--- src/flash_seq_pkg.sv ---
// package: constants for the flash program/erase sequencer
package flash_seq_pkg;
	localparam int          CLK_MHZ        = 100;
	localparam int          WINDOW_US      = 120;
	localparam int          WINDOW_CYC     = WINDOW_US * CLK_MHZ;
	localparam int          SUSP_NS        = 100;
	localparam int          SUSP_CYC       = (SUSP_NS * CLK_MHZ + 999) / 1000;
	localparam int          PROG_CYC_DEF   = 1000;
	localparam int          ERASE_CYC_DEF  = 20000;
	localparam int          PROG_LIMIT_DEF = 100000;
	localparam logic [11:0] ADDR_UNLOCK1   = 12'h555;
	localparam logic [11:0] ADDR_UNLOCK2   = 12'haaa;
	localparam logic [7:0]  CODE_UNLOCK1   = 8'haa;
	localparam logic [7:0]  CODE_UNLOCK2   = 8'h55;
	localparam logic [7:0]  CODE_BYPASS    = 8'h20;
	localparam logic [7:0]  CODE_PROGRAM   = 8'ha0;
	localparam logic [7:0]  CODE_ERASE     = 8'h80;
	localparam logic [7:0]  CODE_BULK      = 8'h10;
	localparam logic [7:0]  CODE_SECTOR    = 8'h30;
	localparam logic [7:0]  CODE_SUSPEND   = 8'hb0;
	localparam logic [7:0]  CODE_RESUME    = 8'h30;
	localparam logic [7:0]  CODE_BYP_EXIT1 = 8'h90;
	localparam logic [7:0]  CODE_BYP_EXIT2 = 8'h00;
	localparam logic [7:0]  CODE_RESET     = 8'hf0;
	localparam logic [7:0]  BYTE_ERASED    = 8'hff;
	localparam logic [7:0]  BYTE_CLEARED   = 8'h00;
	localparam int          POLL_BIT       = 7;
	localparam int          TOGGLE_BIT     = 6;
	localparam int          FAIL_BIT       = 5;
	localparam int          WINDOW_BIT     = 3;
	typedef enum logic [3:0] {
		ST_READ, ST_UNL1, ST_UNL2, ST_PROG_ARG, ST_ERASE_CMD, ST_ER_UNL1,
		ST_ER_UNL2, ST_ERASE_SEL, ST_BYP_IDLE, ST_BYP_ARG, ST_BYP_EXIT
	} cmd_state_t;
	typedef enum logic [2:0] {
		AL_IDLE, AL_PROG, AL_WINDOW, AL_PRECLR, AL_ERASE, AL_SUSP_WAIT, AL_SUSP, AL_FAIL
	} alg_state_t;
endpackage

--- src/flash_timer.sv ---
// cycle down-counter with load and expiry flag
`timescale 1ns/1ps
module flash_timer #(
	parameter int WIDTH = 24
) (
	// clock and reset
	input  wire logic             i_clk,
	input  wire logic             i_reset,
	// control
	input  wire logic             i_load,
	input  wire logic [WIDTH-1:0] i_count,
	input  wire logic             i_stop,
	// status
	output logic                  o_running,
	output logic                  o_expired
);
	logic [WIDTH-1:0] cnt_q;
	logic             run_q;
	assign o_running = run_q;
	assign o_expired = run_q && (cnt_q == '0);
	always_ff @(posedge i_clk) begin
		if (i_reset || i_stop) begin
			cnt_q <= '0;
			run_q <= 1'b0;
		end else if (i_load) begin
			cnt_q <= i_count;
			run_q <= 1'b1;
		end else if (run_q) begin
			if (cnt_q == '0) begin
				run_q <= 1'b0;
			end else begin
				cnt_q <= cnt_q - 1'b1;
			end
		end
	end
endmodule

--- src/flash_program_erase_sequencer.sv ---
// flash command decoder, embedded program/erase algorithm and status
`timescale 1ns/1ps
module flash_program_erase_sequencer
	import flash_seq_pkg::*;
#(
	parameter int WINDOW_CYCLES = WINDOW_CYC,
	parameter int PROG_CYCLES   = PROG_CYC_DEF,
	parameter int ERASE_CYCLES  = ERASE_CYC_DEF,
	parameter int PROG_LIMIT    = PROG_LIMIT_DEF
) (
	// clock and reset
	input  wire logic        i_clk,
	input  wire logic        i_reset,
	// microcontroller bus (one-cycle strobes)
	input  wire logic        i_wr,
	input  wire logic        i_rd,
	input  wire logic [11:0] i_addr,
	input  wire logic [7:0]  i_wdata,
	input  wire logic [7:0]  i_main_sector_selects,
	input  wire logic [3:0]  i_secondary_sector_selects,
	// array data for the addressed byte
	input  wire logic [7:0]  i_array_rdata,
	// array cell operations
	output logic             o_cell_prog,
	output logic             o_cell_erase,
	output logic             o_cell_preclear,
	output logic [7:0]       o_cell_wdata,
	output logic             o_target_secondary,
	output logic [7:0]       o_erase_main_mask,
	output logic [3:0]       o_erase_sec_mask,
	// read data and status
	output logic [7:0]       o_rdata,
	output logic             o_bypass_mode,
	output logic             o_suspended,
	output logic             o_ready_busy_pin
);
	cmd_state_t  cmd_q, cmd_d;
	alg_state_t  alg_q, alg_d;
	logic [7:0]  data_q;
	logic [11:0] paddr_q;
	logic        sec_q;
	logic [7:0]  emain_q;
	logic [3:0]  esec_q;
	logic        toggle_q;
	logic        fail_q;
	logic        byp_q;
	logic        bulk_q;
	logic [7:0]  rdata_q;
	logic [23:0] alg_cnt_q;

	// decoded bus cycles
	wire sel_main = |i_main_sector_selects;
	wire sel_sec  = |i_secondary_sector_selects;
	wire sel_any  = sel_main | sel_sec;
	wire wr_ok    = i_wr & sel_any;
	wire is_unl1  = (i_addr == ADDR_UNLOCK1) && (i_wdata == CODE_UNLOCK1);
	wire is_unl2  = (i_addr == ADDR_UNLOCK2) && (i_wdata == CODE_UNLOCK2);
	wire even_adr = ~i_addr[0];
	wire is_susp  = wr_ok & even_adr & (i_wdata == CODE_SUSPEND);
	wire is_resum = wr_ok & even_adr & (i_wdata == CODE_RESUME);
	wire is_reset = wr_ok & (i_wdata == CODE_RESET);
	// zero-to-one attempt against current array content
	wire bad_bits = |(i_wdata & ~i_array_rdata);
	wire hit_addr = (i_addr == paddr_q) && (sel_sec == sec_q);
	wire hit_sect = |(i_main_sector_selects & emain_q) | |(i_secondary_sector_selects & esec_q);
	wire alg_busy = (alg_q == AL_PROG) || (alg_q == AL_PRECLR) || (alg_q == AL_ERASE)
		|| (alg_q == AL_WINDOW) || (alg_q == AL_SUSP_WAIT);
	wire erasing  = (alg_q == AL_PRECLR) || (alg_q == AL_ERASE);
	wire cnt_zero = (alg_cnt_q == 24'h000000);
	wire sector_add = (alg_q == AL_WINDOW) && wr_ok && (i_wdata == CODE_SECTOR);
	wire win_exp;
	wire start_prog;
	wire start_bulk;
	wire start_sect;

	flash_timer #(
		.WIDTH(24)
	) u_window (
		.i_clk     (i_clk),
		.i_reset   (i_reset),
		.i_load    (start_sect | sector_add),
		.i_count   (24'(WINDOW_CYCLES)),
		.i_stop    (alg_q != AL_WINDOW && !start_sect),
		.o_running (),
		.o_expired (win_exp)
	);

	// command sequencer
	assign start_prog = wr_ok && !alg_busy && alg_q != AL_SUSP
		&& (cmd_q == ST_PROG_ARG || cmd_q == ST_BYP_ARG);
	assign start_bulk = wr_ok && cmd_q == ST_ER_UNL2 && i_addr == ADDR_UNLOCK1
		&& i_wdata == CODE_BULK;
	assign start_sect = wr_ok && cmd_q == ST_ER_UNL2 && i_wdata == CODE_SECTOR;

	always_comb begin
		cmd_d = cmd_q;
		if (wr_ok && (alg_busy || alg_q == AL_SUSP)) begin
			cmd_d = ST_READ;
		end else if (wr_ok) begin
			case (cmd_q)
				ST_READ:      cmd_d = is_unl1 ? ST_UNL1 : ST_READ;
				ST_UNL1:      cmd_d = is_unl2 ? ST_UNL2 : ST_READ;
				ST_UNL2: begin
					if (i_wdata == CODE_PROGRAM) cmd_d = ST_PROG_ARG;
					else if (i_wdata == CODE_ERASE) cmd_d = ST_ERASE_CMD;
					else if (i_wdata == CODE_BYPASS) cmd_d = ST_BYP_IDLE;
					else cmd_d = ST_READ;
				end
				ST_PROG_ARG:  cmd_d = ST_READ;
				ST_ERASE_CMD: cmd_d = is_unl1 ? ST_ER_UNL1 : ST_READ;
				ST_ER_UNL1:   cmd_d = is_unl2 ? ST_ER_UNL2 : ST_READ;
				ST_ER_UNL2:   cmd_d = ST_READ;
				ST_ERASE_SEL: cmd_d = ST_READ;
				ST_BYP_IDLE: begin
					if (i_wdata == CODE_PROGRAM) cmd_d = ST_BYP_ARG;
					else if (i_wdata == CODE_BYP_EXIT1) cmd_d = ST_BYP_EXIT;
					else cmd_d = ST_BYP_IDLE;
				end
				ST_BYP_ARG:   cmd_d = ST_BYP_IDLE;
				ST_BYP_EXIT:  cmd_d = (i_wdata == CODE_BYP_EXIT2) ? ST_READ : ST_BYP_IDLE;
				default:      cmd_d = ST_READ;
			endcase
		end
		if (cmd_q == ST_ER_UNL1 && wr_ok && !is_unl2) cmd_d = byp_q ? ST_BYP_IDLE : ST_READ;
	end

	// embedded algorithm
	always_comb begin
		alg_d = alg_q;
		case (alg_q)
			AL_IDLE: begin
				if (start_prog) alg_d = bad_bits ? AL_FAIL : AL_PROG;
				else if (start_bulk) alg_d = AL_PRECLR;
				else if (start_sect) alg_d = AL_WINDOW;
			end
			AL_PROG: begin
				if (cnt_zero) alg_d = AL_IDLE;
			end
			AL_WINDOW: begin
				if (is_susp) alg_d = AL_SUSP_WAIT;
				else if (wr_ok && !sector_add && !is_resum) alg_d = AL_IDLE;
				else if (win_exp) alg_d = AL_PRECLR;
			end
			AL_PRECLR: begin
				if (is_reset && !bulk_q) alg_d = AL_IDLE;
				else if (is_susp && !bulk_q) alg_d = AL_SUSP_WAIT;
				else if (cnt_zero) alg_d = AL_ERASE;
			end
			AL_ERASE: begin
				if (is_reset && !bulk_q) alg_d = AL_IDLE;
				else if (is_susp && !bulk_q) alg_d = AL_SUSP_WAIT;
				else if (cnt_zero) alg_d = AL_IDLE;
			end
			AL_SUSP_WAIT: begin
				if (cnt_zero) alg_d = AL_SUSP;
			end
			AL_SUSP: begin
				if (is_resum) alg_d = AL_ERASE;
				else if (is_reset) alg_d = AL_IDLE;
			end
			AL_FAIL: begin
				if (is_reset) alg_d = AL_IDLE;
			end
			default: alg_d = AL_IDLE;
		endcase
	end

	// status byte for a read during an algorithm
	wire       in_target = (alg_q == AL_PROG || alg_q == AL_FAIL) ? hit_addr : hit_sect;
	wire [7:0] status_b  = {(alg_q == AL_PROG) ? ~data_q[7] : 1'b0,
		toggle_q, fail_q, 1'b0, (alg_q != AL_WINDOW), 3'b000};
	wire       show_stat = in_target && (alg_busy || alg_q == AL_FAIL);

	always_ff @(posedge i_clk) begin
		if (i_reset) begin
			cmd_q     <= ST_READ;
			alg_q     <= AL_IDLE;
			data_q    <= 8'h00;
			paddr_q   <= 12'h000;
			sec_q     <= 1'b0;
			emain_q   <= 8'h00;
			esec_q    <= 4'h0;
			toggle_q  <= 1'b0;
			fail_q    <= 1'b0;
			byp_q     <= 1'b0;
			bulk_q    <= 1'b0;
			rdata_q   <= 8'h00;
			alg_cnt_q <= 24'h000000;
		end else begin
			cmd_q <= cmd_d;
			alg_q <= alg_d;
			byp_q <= (cmd_d == ST_BYP_IDLE) || (cmd_d == ST_BYP_ARG) || (cmd_d == ST_BYP_EXIT);
			if (start_prog && alg_q == AL_IDLE) begin
				data_q  <= i_wdata;
				paddr_q <= i_addr;
				sec_q   <= sel_sec;
				fail_q  <= bad_bits;
				alg_cnt_q <= 24'(PROG_CYCLES);
			end else if ((start_bulk || start_sect) && alg_q == AL_IDLE) begin
				bulk_q  <= start_bulk;
				fail_q  <= 1'b0;
				emain_q <= start_bulk ? (sel_main ? 8'hff : 8'h00) : i_main_sector_selects;
				esec_q  <= start_bulk ? (sel_sec ? 4'hf : 4'h0) : i_secondary_sector_selects;
				alg_cnt_q <= 24'(ERASE_CYCLES);
			end else if (sector_add) begin
				emain_q <= emain_q | i_main_sector_selects;
				esec_q  <= esec_q | i_secondary_sector_selects;
			end else if (alg_d == AL_SUSP_WAIT && alg_q != AL_SUSP_WAIT) begin
				alg_cnt_q <= 24'(SUSP_CYC);
			end else if (alg_q == AL_PRECLR && alg_d == AL_ERASE) begin
				alg_cnt_q <= 24'(ERASE_CYCLES);
			end else if (alg_q == AL_SUSP && alg_d == AL_ERASE) begin
				alg_cnt_q <= 24'(ERASE_CYCLES);
			end else if (!cnt_zero && alg_q != AL_SUSP) begin
				alg_cnt_q <= alg_cnt_q - 24'h000001;
			end
			if (alg_q == AL_PROG && cnt_zero && alg_cnt_q == 24'(PROG_LIMIT)) begin
				fail_q <= 1'b1;
			end
			if (is_reset && (alg_q == AL_FAIL || alg_q == AL_SUSP)) begin
				fail_q <= 1'b0;
			end
			if (alg_q == AL_IDLE && alg_d == AL_IDLE) begin
				emain_q <= alg_q == AL_IDLE ? emain_q : 8'h00;
			end
			if (i_rd && show_stat && alg_busy) begin
				toggle_q <= ~toggle_q;
			end
			if (i_rd) begin
				if (show_stat) rdata_q <= status_b;
				else if (alg_q == AL_SUSP && hit_sect) rdata_q <= BYTE_ERASED ^ 8'h5a;
				else rdata_q <= i_array_rdata;
			end
		end
	end

	// cell operations: program ands data into cells, erase sets ones
	assign o_cell_prog        = (alg_q == AL_PROG) && cnt_zero;
	assign o_cell_wdata       = (alg_q == AL_PRECLR) ? BYTE_CLEARED : data_q;
	assign o_cell_preclear    = (alg_q == AL_PRECLR) && cnt_zero;
	assign o_cell_erase       = (alg_q == AL_ERASE) && cnt_zero;
	assign o_target_secondary = sec_q;
	assign o_erase_main_mask  = emain_q;
	assign o_erase_sec_mask   = esec_q;
	assign o_rdata            = rdata_q;
	assign o_bypass_mode      = byp_q;
	assign o_suspended        = (alg_q == AL_SUSP);
	assign o_ready_busy_pin   = ~alg_busy;
	wire unused_ok = erasing;
endmodule

--- config.mk ---
export PLATFORM = sky130hd
export DESIGN_NAME = flash_program_erase_sequencer
export DESIGN_NICKNAME = d
export VERILOG_FILES = /design/src/flash_seq_pkg.sv /design/src/flash_timer.sv /design/src/flash_program_erase_sequencer.sv
export SDC_FILE = /design/constraint.sdc
export NUM_CORES = 1
export LEC_CHECK = 0
export ABC_CLOCK_PERIOD_IN_PS = 3700
export BUFFER_PORTS_ARGS = -buffer_cell sky130_fd_sc_hd__buf_2
export CAP_MARGIN = 15
export CORE_MARGIN = 5
export CORE_UTILIZATION = 53
export CTS_CLUSTER_DIAMETER = 150
export DETAILED_ROUTE_END_ITERATION = 8
export PLACE_DENSITY_LB_ADDON = 0.1
export SLEW_MARGIN = 10
export SYNTH_ARGS = -nofsm -noshare
export SYNTH_HDL_FRONTEND = slang
export SYNTH_HIERARCHICAL = 1
export SYNTH_SLANG_ARGS = --single-unit
--- constraint.sdc ---
create_clock -name i_clk -period 3.7 [get_ports i_clk]
set_input_delay 0.74 -clock i_clk [delete_from_list [all_inputs] [get_ports i_clk]]
set_output_delay 0.74 -clock i_clk [all_outputs]
set_load 0.02 [all_outputs]
# [After elaboration in Yosys (flattened, before gate mapping)]
# Cells that the tools add are included.
[totals] register_bits=101
[op_classes] add_sub_neg=2 eq_ne=44 mux=64 n_bitwise=21 reduce_logical=87
[op_table] operator="two-way mux 24 bit" n=4
[op_table] operator="two-way mux 8 bit" n=10
[op_table] operator="two-way mux 3 bit" n=18
[op_table] operator="== test 8 bit, second input constant" n=6
[op_table] operator="logical NOT 24 bit" n=2
[op_table] operator="two-way mux 4 bit" n=12
[op_table] operator="subtractor 24 x 1 -> 24 bit, second input constant" n=2
[op_table] operator="two-way mux 14 bit" n=3
[op_table] operator="logical AND 1 bit" n=37
[op_table] operator="one-hot mux 4 bit (8 select lines)" n=1
[op_table] operator="two-way mux 15 bit" n=2
[op_table] operator="== test 24 x 17 -> 1 bit, second input constant" n=1
[op_table] operator="== test 4 bit, second input constant" n=6
[op_table] operator="one-hot mux 3 bit (8 select lines)" n=1
[op_table] operator="OR reduction 8 bit" n=3
[op_table] operator="== test 3 bit, second input constant" n=6
[op_table] operator="bitwise AND 8 bit" n=2
[op_table] operator="== test 8 x 6 -> 1 bit, second input constant" n=2
[op_table] operator="AND reduction 2 bit" n=7
[op_table] operator="logical OR 1 bit" n=13
[op_table] operator="== test 12 x 11 -> 1 bit, second input constant" n=1
[op_table] operator="== test 12 bit" n=1
[op_table] operator="== test 12 bit, second input constant" n=1
[op_table] operator="== test 4 x 3 -> 1 bit, second input constant" n=3
[op_table] operator="other kinds (35)" n=74

# [Logic depth before layout (Yosys ltp)]
[depth] ltp_word=19 ltp_mapped=13 ltp_nobuf=11

# [Hierarchy]
# Netlist, hierarchy kept.
[by_module_without_submodules] module="flash_program_erase_sequencer" instances=1 cells_per_inst=602 area_per_inst_um2=4631.9
[by_module_without_submodules] module="flash_timer" instances=1 cells_per_inst=182 area_per_inst_um2=1503.9

# [Worst setup path before layout]
# Ideal clock, no wire load.
[synth_path] path_kind="input to register" from="input port i_main_sector_selects[0]" to="register alg_cnt_q[18]" arrival_time_ns=3.681 required_time_ns=3.630 path_slack_ns=-0.051 stages=10 n_path_buf=1 cell_sequence="or4_1 -> nor3_4 -> nor2_2 -> o2bb2ai_1 -> or4_4 -> or3_1 -> buf_6 -> o21a_2 -> or4_1 -> a21oi_1"
[synth_via] elab_chain_cells=16
[synth_rtl] item="from (decl)" line_no="flash_program_erase_sequencer.sv:19" source="input wire logic [7:0] i_main_sector_selects,"
[synth_rtl] item="OR reduction 8 bit *" line_no="flash_program_erase_sequencer.sv:52" source="wire sel_main = |i_main_sector_selects;"
[synth_rtl] item="bitwise OR 1 bit *" line_no="flash_program_erase_sequencer.sv:54" source="wire sel_any = sel_main | sel_sec;"
[synth_rtl] item="bitwise AND 1 bit *" line_no="flash_program_erase_sequencer.sv:55" source="wire wr_ok = i_wr & sel_any;"
[synth_rtl] item="logical AND 1 bit (2 in series)" line_no="flash_program_erase_sequencer.sv:70" source="wire sector_add = (alg_q == AL_WINDOW) && wr_ok && (i_wdata == CODE_SECTOR);"
[synth_rtl] item="logical NOT 1 bit" line_no="flash_program_erase_sequencer.sv:141" source="else if (wr_ok && !sector_add && !is_resum) alg_d = AL_IDLE;"
[synth_rtl] item="logical AND 1 bit (2 in series)" line_no="flash_program_erase_sequencer.sv:141"
[synth_rtl] item="two-way mux 3 bit" line_no="flash_program_erase_sequencer.sv:141"
[synth_rtl] item="two-way mux 3 bit" line_no="flash_program_erase_sequencer.sv:140" source="if (is_susp) alg_d = AL_SUSP_WAIT;"
[synth_rtl] item="one-hot mux 3 bit (8 select lines)" line_no="flash_program_erase_sequencer.sv:130" source="case (alg_q)"
[synth_rtl] item="== test 3 bit" line_no="flash_program_erase_sequencer.sv:210, flash_program_erase_sequencer.sv:212"
[synth_rtl] item="logical AND 1 bit" line_no="flash_program_erase_sequencer.sv:212" source="end else if (alg_q == AL_SUSP && alg_d == AL_ERASE) begin"
[synth_rtl] item="two-way mux 24 bit" line_no="flash_program_erase_sequencer.sv:212"
[synth_rtl] item="two-way mux 24 bit" line_no="flash_program_erase_sequencer.sv:210" source="end else if (alg_q == AL_PRECLR && alg_d == AL_ERASE) begin"
[synth_rtl] item="two-way mux 24 bit" line_no="flash_program_erase_sequencer.sv:208" source="end else if (alg_d == AL_SUSP_WAIT && alg_q != AL_SUSP_WAIT) begin"
[synth_rtl] item="to (signal assigned)" line_no="flash_program_erase_sequencer.sv:209" source="alg_cnt_q <= 24'(SUSP_CYC);"
[synth_rtl] item="to (signal assigned)" line_no="flash_program_erase_sequencer.sv:211" source="alg_cnt_q <= 24'(ERASE_CYCLES);"
[synth_rtl] item="to (signal assigned)" line_no="flash_program_erase_sequencer.sv:213" source="alg_cnt_q <= 24'(ERASE_CYCLES);"
[synth_rtl] item="to (decl)" line_no="flash_program_erase_sequencer.sv:49" source="logic [23:0] alg_cnt_q;"
# Every way passes the cells marked *; elsewhere a longest branch is shown, timed or not.
# A chain may end at the register's enable or synchronous reset.

# [Worst setup path after layout]
[layout_path] from="register alg_cnt_q[18]" to="register alg_cnt_q[12]"
[layout_via] elab_chain_cells=10
[layout_rtl] item="from (signal assigned)" line_no="flash_program_erase_sequencer.sv:198" source="alg_cnt_q <= 24'(PROG_CYCLES);"
[layout_rtl] item="from (signal assigned)" line_no="flash_program_erase_sequencer.sv:204" source="alg_cnt_q <= 24'(ERASE_CYCLES);"
[layout_rtl] item="from (signal assigned)" line_no="flash_program_erase_sequencer.sv:209"
[layout_rtl] item="logical NOT 24 bit *" line_no="flash_program_erase_sequencer.sv:69" source="wire cnt_zero = (alg_cnt_q == 24'h000000);"
[layout_rtl] item="two-way mux 3 bit, on equally long branches" line_no="flash_program_erase_sequencer.sv:137, flash_program_erase_sequencer.sv:152, flash_program_erase_sequencer.sv:147"
[layout_rtl] item="two-way mux 3 bit, on equally long branches" line_no="flash_program_erase_sequencer.sv:151, flash_program_erase_sequencer.sv:146"
[layout_rtl] item="two-way mux 3 bit, on equally long branches" line_no="flash_program_erase_sequencer.sv:150, flash_program_erase_sequencer.sv:145"
[layout_rtl] item="one-hot mux 3 bit (8 select lines)" line_no="flash_program_erase_sequencer.sv:130"
[layout_rtl] item="== test 3 bit" line_no="flash_program_erase_sequencer.sv:210, flash_program_erase_sequencer.sv:212"
[layout_rtl] item="logical AND 1 bit" line_no="flash_program_erase_sequencer.sv:212"
[layout_rtl] item="two-way mux 24 bit" line_no="flash_program_erase_sequencer.sv:212"
[layout_rtl] item="two-way mux 24 bit" line_no="flash_program_erase_sequencer.sv:210"
[layout_rtl] item="two-way mux 24 bit" line_no="flash_program_erase_sequencer.sv:208"
# Marked as above.

==> impl_summary.txt <==
----------------------------------------------------
[Status]
  Run status ... finished clean

[Power]
  Cell area power density ... 474.6 nW/um^2
  Switching Share ... between 30% and 40%
  Part of the total power dissipated in the clock network ... approximately 28%
  Net Sw Power ... roughly 1.2 mW
  Cell leakage power ... 2.851 nW
  Maximum resistive drop on vdd ... approximately 570 uV
  Sequential share of power ... between 30 and 40%
  Logic pwr share ... 34.6%
  Cell-internal power ... around 2.3 mW

[Timing]
  Minimum setup slack in the final design ... between 100 and 150 ps
  Final period demand of the worst path ... 3576 ps
  Slew at the pin closest to its max-slew limit ... 988.5 ps
  Final hold violation count ... 0
  Setup repair after global routing missed its margin ... false
  Post-route clock skew ... roughly 6.5 ps
  Number of setup violations in the final report ... 0
  Share of the cycle needed by the critical path after routing ... between 90% and 100%
  Headroom to the max-slew limit ... between 30 and 40%
  Final-report max-slew violation count ... 0
  Hold WS ... around 450 ps
  Highest achievable clock rate ... ~0.28 GHz

[Yosys]
  Fraction of post-synthesis cell area in the top cell type by area ... 32.95%
  Cells after Synth ... between 700 and 800
  Most frequently used cell type in the post-synthesis netlist ... sky130_fd_sc_hd__dfxtp_1
  Proportion of register bits with asynchronous set or reset after synthesis ... 0%
  Cell types occupying the most area after synthesis ... sky130_fd_sc_hd__dfxtp_1, sky130_fd_sc_hd__a21oi_1, sky130_fd_sc_hd__nand2_1
  #FFs+latches synth ... a little over 100
  Number of synthesized flops with an enable pin ... 0
  Dominant register cell in the synthesized netlist ... sky130_fd_sc_hd__dfxtp_1
  Avg Cell Area, Syn ... between 7 and 8 sq um
  Post-synth top area cell ... sky130_fd_sc_hd__dfxtp_1
  Number of distinct library cells after synthesis ... approximately 80
  Sequential cell area fraction in the yosys report ... 32.95%
  Combined area of all synthesized cells ... slightly above 6000 sq um
  Commonest cells in the synthesized netlist ... sky130_fd_sc_hd__dfxtp_1, sky130_fd_sc_hd__nand2_1, sky130_fd_sc_hd__a21oi_1
  Yosys warning total ... 6

[Layout]
  Fin area ... 7427 sq um
  Number of nets in the final layout ... a little under 1k
  Area growth syn-to-layout ... 21.04%
  Final Core Density ... between 60% and 70%
  Fraction of final layout cells sized beyond drive strength 1 ... a little over a fifth
  Number of inserted diodes ... 0

[Die]
  Top-level port count ... 79
  Initial Utilization ... 53.97%
  Horizontal die dimension ... ~120 um
  Std-Cell Core Area ... roughly 11000 sq um
  Count of standard-cell rows ... 39
  Die H ... ~120 um
  Die Area ... 13830 sq um

[Route]
  Antenna viol nets, final ... 0
  Vias ... approximately 6.4k
  WL final ... 17470 um
  1st-iter DRT viols ... 499
  Post-detailed-route wirelength per cell ... between 15 and 20 um
  Iteration count of the initial detailed-routing pass ... 5
  DRC violations left ... 0
  Vias per cell ... about 6

[Critical path]
  Startpoint Class ... register
  Cell mode on critical path ... sky130_fd_sc_hd__or4_4
  Master of the slowest instance on the critical path ... sky130_fd_sc_hd__or4_4
  Nature of the critical path endpoint ... register
  CP max FO ... 8
  Data required time of the critical path ... ~4000 ps
  Critical-path cell list ... or4_4, or3_4, or4_4, a211o_1, a211oi_4, buf_4, o21ai_1, a211o_4, a21oi_4, a41o_1
  Slowest cell delay on critical path ... slightly below 600 ps
  Number of cell instances on the worst register-to-register path ... 10
  Worst Setup Path Type ... register to register
  Worst endpoint data arrival time ... approximately 3900 ps

[Global route]
  Routing usage on met3 ... around 4.6%
  Met1 capacity usage during global routing ... a little under a third
  Busiest metal layer after global routing ... met2
  Met2 track demand over resource in global routing ... approximately 41%
  Via count of the first global-routing pass ... between 6k and 7k
  Overflow left after global routing ... 0
  First-pass GRT wire length ... 28840 um
  Largest net degree at the start of global routing ... 52
  Antenna violations before repair ... 0
  Combined global-route utilization of all metal layers ... around 24%

[Worst hold path]
  Hold Path Cell Cnt ... 2
  Worst Hold Class ... register to register

[Clocking]
  Num CTS Buffers ... 9
  Post-CTS Setup Repair Bufs ... 0
  Number of sinks handled by clock tree synthesis ... 101
  H-tree level count ... 3
  Source-to-sink clock delay at the later pin of the worst-skew pair ... between 300 and 400 ps
  Hold-fix buffer count after cts ... 0
  Clock tree from TritonCTS ... built
  Longest Clk Path Bufs ... 2
  Register clock-pin slew on the reported worst setup and hold paths ... approximately 70 ps
  CTS Root Cell ... sky130_fd_sc_hd__clkbuf_16

[Placement]
  Final Wtd Congestion ... 0.9786
  Worst slack at placement ... -123.9 ps
  Instance area at placement ... between 7000 and 8000 sq um
  PortBufs ... slightly below 80
  Final HPWL DP ... approximately 13000 um

[Run]
  Number of max-capacitance violations reported ... 0

----------------------------------------------------
## flip-flops by register name (all words and copies together), names as in the netlist, 3 cells and up
| signal | cells |
|---|---|
| alg_cnt_q | 24 |
| o_rdata | 8 |
| o_erase_sec_mask | 4 |
| o_erase_main_mask | 8 |
| alg_q | 3 |
| cmd_q | 4 |
| paddr_q | 12 |
| data_q | 8 |
| u_window/cnt_q | 24 |
## stage by stage
stage | total power, mW | TNS [ps] | cells
2_1_floorplan | 2.119 | 0 | 806
3_3_place_gp | 2.491 | -272.1 | 1049
3_5_place_dp | 2.515 | -612.6 | 1049
4_1_cts | 3.504 | 0 | 1064
5_1_grt | 3.723 | 0 | 1064
6_report | 3.525 | 0 | 1064
## worst paths after layout
check                             startpoint                          to  slack [ps]
setup / recovery  alg_cnt_q[18]$_SDFFE_PP0P_  alg_cnt_q[12]$_SDFFE_PP0P_         120
hold / removal        data_q[3]$_SDFFE_PP0P_      data_q[3]$_SDFFE_PP0P_         450
setup reg to reg  alg_cnt_q[18]$_SDFFE_PP0P_  alg_cnt_q[12]$_SDFFE_PP0P_         120
hold reg to reg       data_q[3]$_SDFFE_PP0P_      data_q[3]$_SDFFE_PP0P_         450
## cells in the final DEF (no fill, tap or decap), drive strengths merged, types with 10 or more instances in the layout
| master | count |
|---|---|
| a211oi | 13 |
| a21oi | 77 |
| a31oi | 10 |
| and2 | 13 |
| buf | 141 |
| clkbuf | 12 |
| conb | 24 |
| dfxtp | 101 |
| inv | 18 |
| nand2 | 90 |
| nand2b | 12 |
| nand3 | 22 |
| nand4 | 11 |
| nor2 | 57 |
| nor3 | 35 |
| nor4 | 22 |
| o21ai | 43 |
| o22ai | 17 |
| o31ai | 13 |
| or3 | 18 |
| or4 | 16 |
| xnor2 | 37 |
## power groups by stage
stage | clock, mW | combinational (mW) | sequential [mW]
after floorplan | 0 | 0.797 | 1.32
after global placement | 0 | 1.15 | 1.34
after detailed placement | 0 | 1.17 | 1.34
after CTS | 1.00 | 1.18 | 1.32
after global routing | 1.05 | 1.33 | 1.34
final | 0.982 | 1.22 | 1.32
## layer usage
| layer | share of wire (%) | up-vias |
|---|---|---|
| met3 | 5.4 | 31 |
| met1 | 44 | 2989 |
| li1 | - | 3135 |
| met5 | 0 | - |
| met4 | 2.0 | 0 |
| met2 | 48 | 212 |
## kinds of logic (layout without fill, tap and decap cells)
group | count (synthesis) | after routing | synth area share, %
flip-flops | 101 | 101 | 32.95
AO/OA/AOI/OAI | 228 | 228 | 24.78
buffers and inverters | 58 | 173 | 3.956
other | 2 | 24 | 0.1224
adder cells (fa/ha/maj) | 3 | 3 | 0.6118
XOR/XNOR | 43 | 43 | 6.138
AND/OR/NAND/NOR | 349 | 349 | 31.44
## repair_timing
item	4_1_cts	5_1_grt
hold endpoints to repair	0	0
resized for setup	0	6
setup endpoints to repair	0	11
## worst max-delay path: cells and delay by family, from the launching register on
family                 cells  cell delay [ps]
AND/OR/NAND/NOR            3             1500
flip-flops                 1              350
buffers and inverters      1              160
AO/OA/AOI/OAI              6             1510
## cell type report
type | instances | area, sq um
multi-input combinational | 647 | 3998
fill | 1019 | 3943
sequential | 101 | 2023
timing repair buffer | 141 | 863.3
clock buffer | 12 | 256.5
tap | 143 | 178.9
inverter | 17 | 63.81
clock inverter | 3 | 43.79
Note: power is estimated with default switching activity, not from simulation.
